### src/hdl/camd_map.svh
// offsets, encodings, reset values and fixed figures of the addressing-mode decoder
`ifndef CAMD_MAP_SVH
`define CAMD_MAP_SVH
`define CAMD_PRE_Y 8'h90
`define CAMD_PRE_YIND 8'h91
`define CAMD_PRE_IND 8'h92
`define CAMD_NO_PRE 8'h00
`define CAMD_PAGE_ZERO 8'h00
`define CAMD_SHORT_IDX_MAX 16'h01FE
`define CAMD_MASK_LVL_SET 2'h3
`define CAMD_MASK_LVL_CLR 2'h0
`define CAMD_MASK_LVL_RST 2'h3
`define CAMD_CLS_SYS 4'h0
`define CAMD_CLS_LOAD 4'h1
`define CAMD_CLS_CMP 4'h2
`define CAMD_CLS_LOGIC 4'h3
`define CAMD_CLS_ADDSUB 4'h4
`define CAMD_CLS_BITCMP 4'h5
`define CAMD_CLS_CLEAR 4'h6
`define CAMD_CLS_INCDEC 4'h7
`define CAMD_CLS_TEST 4'h8
`define CAMD_CLS_PREBYTE 4'h9
`define CAMD_CLS_CPL 4'hA
`define CAMD_CLS_SHIFT 4'hB
`define CAMD_CLS_SWAP 4'hC
`define CAMD_CLS_CALLJP 4'hD
`define CAMD_CLS_CONDJ 4'hE
`define CAMD_CLS_RCALL 4'hF
`define CAMD_MN_INH 4'h0
`define CAMD_MN_IMM 4'h1
`define CAMD_MN_DIR_S 4'h2
`define CAMD_MN_DIR_L 4'h3
`define CAMD_MN_IDX_0 4'h4
`define CAMD_MN_IDX_S 4'h5
`define CAMD_MN_IDX_L 4'h6
`define CAMD_SYS_NOP 4'h0
`define CAMD_SYS_MASK_SET 4'h1
`define CAMD_SYS_MASK_CLR 4'h2
`define CAMD_SYS_HALT 4'h3
`define CAMD_SYS_WAIT 4'h4
`define CAMD_RCALL_SUB 4'h0
`endif

### src/hdl/camd_pkg.sv
// types and small helpers shared by the addressing-mode decoder
package camd_pkg;
  typedef enum logic [3:0] {
    MODE_INH, MODE_IMM, MODE_DIR_S, MODE_DIR_L, MODE_IDX_0, MODE_IDX_S, MODE_IDX_L,
    MODE_IND_S, MODE_IND_L, MODE_IIX_S, MODE_IIX_L, MODE_REL_D, MODE_REL_I
  } camd_mode_t;
  typedef enum logic [3:0] {
    CLS_SYS, CLS_LOAD, CLS_CMP, CLS_LOGIC, CLS_ADDSUB, CLS_BITCMP, CLS_CLEAR, CLS_INCDEC,
    CLS_TEST, CLS_CPL, CLS_SHIFT, CLS_SWAP, CLS_CALLJP, CLS_CONDJ, CLS_RCALL, CLS_BAD
  } camd_class_t;
  typedef enum logic [2:0] {SYS_NOP, SYS_MASK_SET, SYS_MASK_CLR, SYS_HALT, SYS_WAIT, SYS_NONE} camd_sysop_t;
  typedef enum logic [2:0] {ST_IDLE, ST_OPCODE, ST_ARG1, ST_ARG2, ST_PTR0, ST_PTR1, ST_FINISH} camd_state_t;
  typedef struct packed {
    logic legal;
    camd_class_t cls;
    camd_mode_t mode;
    camd_sysop_t sysop;
    logic use_y;
    logic [1:0] n_after;
    logic ptr_read;
    logic ptr_word;
  } camd_dec_t;
  typedef struct packed {
    logic err;
    camd_class_t cls;
    camd_mode_t mode;
    camd_sysop_t sysop;
    logic use_y;
    logic has_pre;
    logic [2:0] length;
    logic [15:0] ea;
    logic [7:0] operand;
    logic [15:0] next_pc;
    logic [15:0] rel_target;
  } camd_res_t;

  function automatic logic [1:0] camd_arg_bytes(input camd_mode_t m);
    if (m == MODE_INH || m == MODE_IDX_0) return 2'h0;
    if (m == MODE_DIR_L || m == MODE_IDX_L) return 2'h2;
    return 2'h1;
  endfunction

  function automatic logic camd_is_long(input camd_mode_t m);
    return m == MODE_DIR_L || m == MODE_IDX_L || m == MODE_IND_L || m == MODE_IIX_L;
  endfunction
endpackage

### src/hdl/camd_op_decode.sv
// opcode and prebyte decoder: class, final mode, byte count and pointer needs
`include "camd_map.svh"
module camd_op_decode
  import camd_pkg::*;
(
  input wire logic [7:0] opcode,
  input wire logic [7:0] prebyte,
  output camd_dec_t dec
);
  camd_class_t cls;
  camd_mode_t mode;
  camd_sysop_t sysop;
  logic mode_ok;
  logic use_y;
  logic long_cls;

  always_comb begin
    unique case (opcode[7:4])
      `CAMD_CLS_SYS: cls = CLS_SYS;
      `CAMD_CLS_LOAD: cls = CLS_LOAD;
      `CAMD_CLS_CMP: cls = CLS_CMP;
      `CAMD_CLS_LOGIC: cls = CLS_LOGIC;
      `CAMD_CLS_ADDSUB: cls = CLS_ADDSUB;
      `CAMD_CLS_BITCMP: cls = CLS_BITCMP;
      `CAMD_CLS_CLEAR: cls = CLS_CLEAR;
      `CAMD_CLS_INCDEC: cls = CLS_INCDEC;
      `CAMD_CLS_TEST: cls = CLS_TEST;
      `CAMD_CLS_PREBYTE: cls = CLS_BAD;
      `CAMD_CLS_CPL: cls = CLS_CPL;
      `CAMD_CLS_SHIFT: cls = CLS_SHIFT;
      `CAMD_CLS_SWAP: cls = CLS_SWAP;
      `CAMD_CLS_CALLJP: cls = CLS_CALLJP;
      `CAMD_CLS_CONDJ: cls = CLS_CONDJ;
      `CAMD_CLS_RCALL: cls = CLS_RCALL;
    endcase
    mode_ok = 1'b1;
    unique case (opcode[3:0])
      `CAMD_MN_INH: mode = MODE_INH;
      `CAMD_MN_IMM: mode = MODE_IMM;
      `CAMD_MN_DIR_S: mode = MODE_DIR_S;
      `CAMD_MN_DIR_L: mode = MODE_DIR_L;
      `CAMD_MN_IDX_0: mode = MODE_IDX_0;
      `CAMD_MN_IDX_S: mode = MODE_IDX_S;
      `CAMD_MN_IDX_L: mode = MODE_IDX_L;
      default: begin
        mode = MODE_INH;
        mode_ok = 1'b0;
      end
    endcase
    sysop = SYS_NONE;
    if (cls == CLS_SYS) begin
      unique case (opcode[3:0])
        `CAMD_SYS_NOP: sysop = SYS_NOP;
        `CAMD_SYS_MASK_SET: sysop = SYS_MASK_SET;
        `CAMD_SYS_MASK_CLR: sysop = SYS_MASK_CLR;
        `CAMD_SYS_HALT: sysop = SYS_HALT;
        `CAMD_SYS_WAIT: sysop = SYS_WAIT;
        default: sysop = SYS_NONE;
      endcase
      mode = MODE_INH;
      mode_ok = sysop != SYS_NONE;
    end
    if (cls == CLS_CONDJ || cls == CLS_RCALL) begin
      // low nibble of a conditional jump is its condition, so no mode nibble here
      mode = MODE_REL_D;
      mode_ok = cls == CLS_CONDJ || opcode[3:0] == `CAMD_RCALL_SUB;
    end
    use_y = 1'b0;
    if (prebyte == `CAMD_PRE_Y) begin
      use_y = 1'b1;
      if (cls == CLS_SYS || mode == MODE_REL_D) mode_ok = 1'b0;
    end else if (prebyte == `CAMD_PRE_IND) begin
      if (mode == MODE_DIR_S) mode = MODE_IND_S;
      else if (mode == MODE_DIR_L) mode = MODE_IND_L;
      else if (mode == MODE_IDX_S) mode = MODE_IIX_S;
      else if (mode == MODE_IDX_L) mode = MODE_IIX_L;
      else if (mode == MODE_REL_D) mode = MODE_REL_I;
      else mode_ok = 1'b0;
    end else if (prebyte == `CAMD_PRE_YIND) begin
      use_y = 1'b1;
      if (mode == MODE_IDX_S) mode = MODE_IIX_S;
      else if (mode == MODE_IDX_L) mode = MODE_IIX_L;
      else mode_ok = 1'b0;
    end
    long_cls = cls == CLS_LOAD || cls == CLS_CMP || cls == CLS_LOGIC || cls == CLS_ADDSUB || cls == CLS_BITCMP;
    if (camd_is_long(mode) && !long_cls) mode_ok = 1'b0;
    if (mode == MODE_IMM && !long_cls) mode_ok = 1'b0;
    if (mode == MODE_INH && (long_cls && cls != CLS_LOAD || cls == CLS_CALLJP)) mode_ok = 1'b0;
    dec.legal = mode_ok && cls != CLS_BAD;
    dec.cls = cls;
    dec.mode = mode;
    dec.sysop = sysop;
    dec.use_y = use_y;
    dec.n_after = camd_arg_bytes(mode);
    dec.ptr_read = mode == MODE_IND_S || mode == MODE_IND_L || mode == MODE_IIX_S || mode == MODE_IIX_L ||
                   mode == MODE_REL_I;
    dec.ptr_word = mode == MODE_IND_L || mode == MODE_IIX_L;
  end
endmodule

### src/hdl/camd_ea_calc.sv
// effective address and relative target arithmetic
`include "camd_map.svh"
module camd_ea_calc
  import camd_pkg::*;
(
  input camd_mode_t mode,
  input wire logic [7:0] idx,
  input wire logic [7:0] arg1,
  input wire logic [7:0] arg2,
  input wire logic [7:0] ptr0,
  input wire logic [7:0] ptr1,
  input wire logic [15:0] pc_end,
  output logic [15:0] ea,
  output logic [15:0] rel_target
);
  // unsigned index plus offset; long sums wrap within 64 Kbyte
  function automatic logic [15:0] idx_add(input logic [7:0] ix, input logic [15:0] off);
    return {`CAMD_PAGE_ZERO, ix} + off;
  endfunction

  function automatic logic [15:0] rel_add(input logic [15:0] pc, input logic [7:0] off);
    return pc + {{8{off[7]}}, off};
  endfunction

  always_comb begin
    ea = 16'h0000;
    rel_target = pc_end;
    unique case (mode)
      MODE_INH: ea = 16'h0000;
      MODE_IMM: ea = 16'h0000;
      MODE_DIR_S: ea = {`CAMD_PAGE_ZERO, arg1};
      MODE_DIR_L: ea = {arg1, arg2};
      MODE_IDX_0: ea = {`CAMD_PAGE_ZERO, idx};
      MODE_IDX_S: ea = idx_add(idx, {`CAMD_PAGE_ZERO, arg1});
      MODE_IDX_L: ea = idx_add(idx, {arg1, arg2});
      MODE_IND_S: ea = {`CAMD_PAGE_ZERO, ptr0};
      MODE_IND_L: ea = {ptr0, ptr1};
      MODE_IIX_S: ea = idx_add(idx, {`CAMD_PAGE_ZERO, ptr0});
      MODE_IIX_L: ea = idx_add(idx, {ptr0, ptr1});
      MODE_REL_D: rel_target = rel_add(pc_end, arg1);
      MODE_REL_I: rel_target = rel_add(pc_end, ptr0);
    endcase
  end
endmodule

### src/hdl/camd_addr_decoder.sv
// instruction fetch sequencer and effective-address former of the 8-bit core
// Functional notes
// - inherent instruction is one byte
// - immediate: opcode then operand byte
// - short direct: one address byte, page zero
// - long direct: two address bytes, full space
// - indexed address is unsigned index plus offset
// - no-offset indexed: no byte, index alone
// - short indexed: one offset byte, up to 1FE
// - long indexed: two offset bytes, full space
// - indirect: byte after opcode is pointer address
// - short pointer byte, long pointer word
// - indirect indexed adds index to pointer value
// - short indirect indexed spans up to 1FE
// - long indirect indexed fetches word pointer
// - relative adds signed byte to pc
// - relative direct offset follows opcode
// - relative indirect offset read via pointer
// - relative only for conditional jump, relative call
// - load/compare/logic/arith/bitcompare allow long forms
// - other memory classes allow short forms only
// - mask set gives level 3, clear 0
// - halt stops oscillator, wait idles until irq
// - relative base is pc after instruction
// - prebyte 90 selects Y index
// - prebyte 92 turns direct/indexed into indirect
// - prebyte 91 selects Y for indirect indexed
`include "camd_map.svh"
module camd_addr_decoder
  import camd_pkg::*;
(
  input wire logic sys_clk,
  input wire logic reset_n,
  input wire logic start,
  input wire logic [15:0] start_pc,
  input wire logic [7:0] index_x,
  input wire logic [7:0] index_y,
  input wire logic irq_pending,
  output logic mem_req,
  output logic [15:0] mem_addr,
  input wire logic [7:0] mem_rdata,
  input wire logic mem_ack,
  output logic busy,
  output logic done,
  output camd_res_t result,
  output logic [1:0] mask_level,
  output logic osc_stop,
  output logic low_power
);
  camd_state_t state, next_state;
  logic next_mem_req, next_busy, next_done, next_osc_stop, next_low_power;
  logic [15:0] next_mem_addr;
  camd_res_t next_result;
  logic [1:0] next_mask_level;
  logic [15:0] ip, next_ip;
  logic [7:0] prebyte, next_prebyte;
  logic [7:0] x_q, next_x_q, y_q, next_y_q;
  logic [7:0] arg1, next_arg1, arg2, next_arg2, ptr0, next_ptr0, ptr1, next_ptr1;
  camd_dec_t dec_q, next_dec_q, dec_now;
  logic [15:0] ea_w, rel_w;
  logic has_pre;

  camd_op_decode u_decode (
    .opcode(mem_rdata),
    .prebyte(prebyte),
    .dec(dec_now)
  );

  camd_ea_calc u_ea (
    .mode(dec_q.mode),
    .idx(dec_q.use_y ? y_q : x_q),
    .arg1(arg1),
    .arg2(arg2),
    .ptr0(ptr0),
    .ptr1(ptr1),
    .pc_end(ip),
    .ea(ea_w),
    .rel_target(rel_w)
  );

  assign has_pre = prebyte != `CAMD_NO_PRE;

  always_comb begin
    next_state = state;
    next_mem_req = mem_req;
    next_mem_addr = mem_addr;
    next_busy = busy;
    next_done = 1'b0;
    next_result = result;
    next_mask_level = mask_level;
    next_ip = ip;
    next_prebyte = prebyte;
    next_x_q = x_q;
    next_y_q = y_q;
    next_arg1 = arg1;
    next_arg2 = arg2;
    next_ptr0 = ptr0;
    next_ptr1 = ptr1;
    next_dec_q = dec_q;
    // wake clears first so a halt or wait finishing this cycle still wins
    next_osc_stop = osc_stop && !irq_pending;
    next_low_power = low_power && !irq_pending;
    unique case (state)
      ST_IDLE: begin
        if (start && !osc_stop && !low_power) begin
          next_state = ST_OPCODE;
          next_mem_req = 1'b1;
          next_mem_addr = start_pc;
          next_ip = start_pc;
          next_prebyte = `CAMD_NO_PRE;
          next_x_q = index_x;
          next_y_q = index_y;
          next_busy = 1'b1;
        end
      end
      ST_OPCODE: begin
        if (mem_ack) begin
          next_ip = ip + 16'h0001;
          if (!has_pre && (mem_rdata == `CAMD_PRE_Y || mem_rdata == `CAMD_PRE_YIND || mem_rdata == `CAMD_PRE_IND)) begin
            next_prebyte = mem_rdata;
            next_mem_addr = ip + 16'h0001;
          end else begin
            next_dec_q = dec_now;
            if (!dec_now.legal || dec_now.n_after == 2'h0) begin
              next_mem_req = 1'b0;
              next_state = ST_FINISH;
            end else begin
              next_mem_addr = ip + 16'h0001;
              next_state = ST_ARG1;
            end
          end
        end
      end
      ST_ARG1: begin
        if (mem_ack) begin
          next_arg1 = mem_rdata;
          next_ip = ip + 16'h0001;
          if (dec_q.n_after == 2'h2) begin
            next_mem_addr = ip + 16'h0001;
            next_state = ST_ARG2;
          end else if (dec_q.ptr_read) begin
            next_mem_addr = {`CAMD_PAGE_ZERO, mem_rdata};
            next_state = ST_PTR0;
          end else begin
            next_mem_req = 1'b0;
            next_state = ST_FINISH;
          end
        end
      end
      ST_ARG2: begin
        if (mem_ack) begin
          next_arg2 = mem_rdata;
          next_ip = ip + 16'h0001;
          next_mem_req = 1'b0;
          next_state = ST_FINISH;
        end
      end
      ST_PTR0: begin
        if (mem_ack) begin
          next_ptr0 = mem_rdata;
          if (dec_q.ptr_word) begin
            // second pointer byte may cross out of page zero; no wrap is applied
            next_mem_addr = mem_addr + 16'h0001;
            next_state = ST_PTR1;
          end else begin
            next_mem_req = 1'b0;
            next_state = ST_FINISH;
          end
        end
      end
      ST_PTR1: begin
        if (mem_ack) begin
          next_ptr1 = mem_rdata;
          next_mem_req = 1'b0;
          next_state = ST_FINISH;
        end
      end
      ST_FINISH: begin
        next_state = ST_IDLE;
        next_busy = 1'b0;
        next_done = 1'b1;
        next_result.err = !dec_q.legal;
        next_result.cls = dec_q.cls;
        next_result.mode = dec_q.mode;
        next_result.sysop = dec_q.sysop;
        next_result.use_y = dec_q.use_y;
        next_result.has_pre = has_pre;
        next_result.length = {2'h0, has_pre} + 3'h1 + {1'b0, dec_q.n_after};
        next_result.ea = ea_w;
        next_result.operand = dec_q.mode == MODE_IMM ? arg1 : 8'h00;
        next_result.next_pc = ip;
        next_result.rel_target = rel_w;
        if (dec_q.legal) begin
          if (dec_q.sysop == SYS_MASK_SET) next_mask_level = `CAMD_MASK_LVL_SET;
          if (dec_q.sysop == SYS_MASK_CLR) next_mask_level = `CAMD_MASK_LVL_CLR;
          if (dec_q.sysop == SYS_HALT) next_osc_stop = 1'b1;
          if (dec_q.sysop == SYS_WAIT) next_low_power = 1'b1;
        end
      end
    endcase
  end

  always_ff @(posedge sys_clk or negedge reset_n) begin
    if (!reset_n) begin
      state <= ST_IDLE;
      mem_req <= 1'b0;
      mem_addr <= 16'h0000;
      busy <= 1'b0;
      done <= 1'b0;
      result <= '0;
      mask_level <= `CAMD_MASK_LVL_RST;
      osc_stop <= 1'b0;
      low_power <= 1'b0;
      ip <= 16'h0000;
      prebyte <= `CAMD_NO_PRE;
      x_q <= 8'h00;
      y_q <= 8'h00;
      arg1 <= 8'h00;
      arg2 <= 8'h00;
      ptr0 <= 8'h00;
      ptr1 <= 8'h00;
      dec_q <= '0;
    end else begin
      state <= next_state;
      mem_req <= next_mem_req;
      mem_addr <= next_mem_addr;
      busy <= next_busy;
      done <= next_done;
      result <= next_result;
      mask_level <= next_mask_level;
      osc_stop <= next_osc_stop;
      low_power <= next_low_power;
      ip <= next_ip;
      prebyte <= next_prebyte;
      x_q <= next_x_q;
      y_q <= next_y_q;
      arg1 <= next_arg1;
      arg2 <= next_arg2;
      ptr0 <= next_ptr0;
      ptr1 <= next_ptr1;
      dec_q <= next_dec_q;
    end
  end

  logic ok_done;
  logic [7:0] idx_sel;
  assign ok_done = done && !result.err;
  assign idx_sel = result.use_y ? y_q : x_q;
endmodule

### config.mk
export PLATFORM = sky130hd
export DESIGN_NAME = camd_addr_decoder
export DESIGN_NICKNAME = d
export VERILOG_FILES = /design/src/hdl/camd_pkg.sv /design/src/hdl/camd_op_decode.sv /design/src/hdl/camd_ea_calc.sv /design/src/hdl/camd_addr_decoder.sv
export VERILOG_INCLUDE_DIRS = /design/src /design/src/hdl
export SDC_FILE = /design/constraint.sdc
export NUM_CORES = 1
export LEC_CHECK = 0
export BUFFER_PORTS_ARGS = -buffer_cell sky130_fd_sc_hd__buf_2
export CAP_MARGIN = 0
export CELL_PAD_IN_SITES_DETAIL_PLACEMENT = 0
export CELL_PAD_IN_SITES_GLOBAL_PLACEMENT = 1
export CORE_UTILIZATION = 45
export CTS_CLUSTER_DIAMETER = 100
export DETAILED_ROUTE_END_ITERATION = 8
export GPL_ROUTABILITY_DRIVEN = 0
export HOLD_SLACK_MARGIN = 0.12
export MAX_ROUTING_LAYER = met4
export PLACE_DENSITY_LB_ADDON = 0.1
export SLEW_MARGIN = 20
export SYNTH_ARGS = -nofsm -noshare
export SYNTH_HDL_FRONTEND = slang
export SYNTH_SLANG_ARGS = --single-unit
### constraint.sdc
create_clock -name sys_clk -period 4.3 [get_ports sys_clk]
set_input_delay 0.86 -clock sys_clk [delete_from_list [all_inputs] [get_ports sys_clk]]
set_output_delay 0.86 -clock sys_clk [all_outputs]
set_load 0.1 [all_outputs]
-- After elaboration in Yosys (flattened, before gate mapping)
Memories as Yosys holds them, arrays and structs flattened.
Index checks and enable logic that the tools add are counted.
- bits in registers: 188
- ROM bits: 64
- memories: 1
- memories (memory ; depth ; width ; rd ports ; clocked after memory_dff ; write ports ; line ; text):
    (no name shown) ; 16 ; 4 ; 1 ; 0 ; 0 ; camd_op_decode.sv:18 ; unique case (opcode[7:4])
- add/subtract/negate cells: 10
- equality and inequality tests: 75
- mux-type cells: 95
- bitwise gates (word level): 1
- reduce and logical (&&, ||, !) cells: 65
- operators with widths (kind ; count):
    two-way mux 16 bit ; 10
    one-hot mux 16 bit (9 select lines) ; 1
    one-hot mux 16 bit (2 select lines) ; 2
    one-hot mux 16 bit (4 select lines) ; 1
    == test 4 x 3 -> 1 bit (second input constant) ; 14
    == test 4 bit (second input constant) ; 13
    == test 8 bit (second input constant) ; 6
    two-way mux 4 bit ; 11
    two-way mux 1 bit ; 40
    two-way mux 8 bit ; 5
    == test 4 x 2 -> 1 bit (second input constant) ; 9
    one-hot mux 3 bit (6 select lines) ; 2
    two-way mux 3 bit ; 11
    adder 16 x 1 -> 16 bit (second input constant) ; 2
    adder 16 bit ; 2
    adder 8 x 16 -> 16 bit ; 2
    != test 2 bit (second input constant) ; 11
    logical OR 1 bit ; 20
    adder 8 x 8 -> 9 bit ; 2
    == test 4 x 1 -> 1 bit (second input constant) ; 4
    two-way mux 2 bit ; 8
    one-hot mux 8 bit (2 select lines) ; 1
    one-hot mux 3 bit (5 select lines) ; 1
    == test 3 x 2 -> 1 bit (second input constant) ; 4
    other kinds (30) ; 64

-- Longest topological paths before layout
- depth after elaboration: 27
- gate-level depth with buffers: 17

-- Hierarchy
A second synthesis with hierarchy kept.
- cell total of the unflattened synthesis: 1350
- area total of the unflattened synthesis: 11895.2 um2
- modules (own cells, without submodules) (module ; times used ; cells each ; area an instance (um2) ; sequential area each (um2)):
    camd_addr_decoder ; 1 ; 889 ; 8505.7 ; 4680.7
    camd_ea_calc ; 1 ; 360 ; 2658.8 ; 0.0
    camd_op_decode ; 1 ; 101 ; 730.7 ; 0.0

-- Least setup slack after synthesis
Ideal clock, no wire load.
- path type: register to register
- from: register dec_q[9] (netlist name)
- to: register result[54] (netlist name)
- library setup time: 0.141 ns
- data arrival time: 3.578 ns
- data required time: 4.159 ns
- slack: 0.582 ns
- stages on the path, launching flop included: 18
- clock period less this slack: 3.718 ns
- path through: dfrtp_1 clkbuf_1 nor3b_1 clkbuf_1 clkbuf_1 mux2_2 ha_1 inv_1 fa_1 nor2b_1 o21ai_0 a21boi_0 o21ai_0 a21oi_1 nand2_1 nor2_1 xor2_1 o221ai_1
- cells in the longest elaborated chain, start to end: 2
- elaborated cells on any way between the ends: 10
- classes of those cells: 9 x eq/ne; 1 x mux
- RTL lines (element ; line ; text):
    start: declaration ; camd_addr_decoder.sv:59 ; camd_dec_t dec_q, next_dec_q, dec_now;
    start signal: assignment ; camd_addr_decoder.sv:241 ; dec_q <= next_dec_q;
    == test 4 bit (tied with other cells) ; camd_ea_calc.sv:28 ; unique case (mode)
    one-hot mux 16 bit (9 select lines) (*) ; camd_ea_calc.sv:28 ;
    end signal: assignment ; camd_addr_decoder.sv:229 ; result <= next_result;
    end: declaration ; camd_addr_decoder.sv:45 ; output camd_res_t result,
Every way passes the cells marked *; elsewhere a longest branch is shown, timed or not.
A chain may end at the register's enable or synchronous reset.

-- Worst setup path in the final report
- from: register dec_q[11] (netlist name)
- to: register result[52] (netlist name)
The elaborated chain is that of the path after synthesis.

==> flow_summary_export.csv <==
group,metric,value,unit
synthesis,synthArstFlopShare,100,%
die,chipWidth,160,µm
clocking,cts-resized-gates,0,
sta,slew_violations,0,
clocking,clock_latency,430,ps
sta,clock.fmax,0.263,GHz
clocking,clock-root-buffer,"clkbuf_16",
synthesis,synth_edf_count,0,
die,num_io_pins,141,
sta,hold_viol_final,0,
die,coreArea,24400,µm²
routing,vias_per_cell,5.67,
routing,vias,9813,
sta,setup_viol_count_final,0,
clocking,clkSlewWorstSetupHoldPaths,70,ps
sta,skew,16.1,ps
cells_and_area,mostFrequentLayoutCell,"nand2_1",
global_route,antenna_found_initial,0,
synthesis,synth-seq-area-share,41.8,%
routing,detail_route.first_pass.iterations,6,
routing,postRouteAntennaNets,0,
die,die_area,25500,µm²
synthesis,syn_area,11200,µm²
die,die_y,160,µm
die,row_count,57,
clocking,cts_tree,"yes",
global_route,grtUsageTotal,26.4,%
placed_design,hpwlAfterDp,22.8,mm
cells_and_area,syn2layout_area_growth,14.5,%
synthesis,synth_cells,1281,
setup_path,cp.arrival,4090,ps
setup_path,endpoint_kind,"register",
clocking,cts-htree-levels,4,
setup_path,required,4590,ps
sta,worst_slack,500,ps
die,start_util,45.9,%
clocking,cts_inserted_buffers,17,
global_route,grt_first_pass_wirelength,51.8,mm
clocking,cts_buffer_depth,2,
sta,tightest_slew,1060,ps
cells_and_area,drive_gt1_share,19.5,%
sta,period_share,88.4,%
synthesis,synth_area_per_cell,8.74,µm²
min_path,hold_path_class,"register to register",
global_route,grt_pass1_vias,9268,
cells_and_area,diodes,0,
placed_design,portBuffers,140,
routing,drt_iter0_drc,848,
cells_and_area,final_cell_mix,"264 x nand2_1, 186 x dfrtp_1, 139 x buf_2, 107 x o21ai_0, 98 x nor2_1",
sta,rsz0062_at_grt,"false",
synthesis,synth_flop_cell,"dfrtp_1",
routing,route.detailed.drc,0,
sta,min_period,3800,ps
clocking,clock-sinks,187,
sta,slew_headroom,29.0,%
placed_design,dp_slack,340,ps
cells_and_area,fin_nets,1479,
routing,wire_per_inst,18.3,µm
sta,final.setup.tns,0,ps
synthesis,ys_ff_latch,187,
job,maxCapViolations,0,
global_route,grt_max_degree,103,
status,status,"finished clean",
global_route,grt_remaining_overflow,0,
clocking,postCtsHoldBufs,0,
synthesis,synth_nets,1365,
synthesis,yosysWarnings,0,
synthesis,yosysUniqueCellTypes,72,
setup_path,crit_type,"register to register",
setup_path,crit_fanout,11,
setup_path,startpoint_type,"register",
routing,drt_wl_total,31.6,mm
clocking,postCtsSetupBuffers,0,
==> per-stage QoR <==
step / hold slack (ps) / instances / util [%] / cell area, µm²
floorplan: 439 / 1281 / - / 11200
global placement: 455 / 1700 / 50.3 / 12300
detailed placement: 458 / 1700 / 50.3 / 12300
CTS: 477 / 1730 / 52.6 / 12800
global route: 497 / 1730 / 52.6 / 12800
finish: 472 / 1730 / 52.6 / 12800
==> worst max-delay path: stages (launching register included) <==
cell,delay [ps]
dfrtp_1,570
nand2b_1,180
nor3b_2,520
mux2_2,270
ha_1,180
inv_1,60
fa_1,400
nor2b_1,110
o21ai_0,110
a21boi_0,260
o21ai_0,170
a21oi_1,230
nand2_1,130
nor2_1,140
xor2_1,200
o221ai_1,130
==> final timing paths <==
check	from	to	slack (ps)	depth (start not counted)
max	dec_q[11]	result[52]	500	15
min	result[26]	result[26]	470	2
max reg2reg	dec_q[11]	result[52]	500	15
min reg2reg	result[26]	result[26]	470	2
max in group asynchronous	reset_n	result[17]	2980	2
min in group asynchronous	reset_n	x_q[4]	510	1
==> flip-flops by register name, indices dropped and copies added, names as in the netlist, 3 cells and up <==
register and flops:
ip 16, mem_addr 16, x_q 8, dec_q 17, arg2 8, ptr0 8, y_q 8, arg1 8
ptr1 8, state 3, prebyte 8, result 73
==> synthesized netlist by cell type, types with 8 or more instances <==
library cell	n	area [µm²]
o21ai_1	26	130
a21oi_1	59	295
o21ai_0	107	536
inv_1	31	116
a22o_1	8	70.1
nand2b_1	14	87.6
a31oi_1	8	50.1
ha_1	36	450
a221oi_1	8	70.1
nor2b_1	10	62.6
o221ai_1	8	70.1
a22oi_1	24	180
nor3_1	22	110
o22ai_1	11	68.8
a222oi_1	18	180
clkbuf_1	61	229
and3_1	19	119
mux2_2	55	619
mux2i_1	13	130
nand3_1	30	150
dfrtp_1	186	4650
xor2_1	31	272
nor2_1	98	368
nand2_1	264	991
a21o_1	12	90.1
xnor2_1	23	201
==> kinds of logic after synthesis <==
| logic type | count (synthesis) | share of synthesized area, % |
|---|---|---|
| xor+xnor | 54 | 4.22 |
| buf+inv | 105 | 3.80 |
| mux | 69 | 6.79 |
| compound gates | 333 | 19.1 |
| simple gates | 493 | 19.6 |
| flops | 187 | 41.8 |
| fa+ha+maj | 40 | 4.65 |
==> routing by layer <==
layer,vias to the layer above,wire length [µm],GRT usage [%]
met5,-,0,-
met4,0,399,7.21
met3,29,1500,2.83
met2,293,13800,37.4
met1,4719,15900,39.5
li1,4772,-,-
==> cell type report <==
class	instances	area (µm²)
inverter	31	116
timing repair buffer	169	952
tap	324	405
multi-input combinational	989	6120
fill	2391	11600
clock inverter	8	87.6
sequential	187	4680
clock buffer	22	464
Power is left out: the tool's default activity adds up to more than one toggle a clock period on the data nets, which glitch-free logic cannot reach.
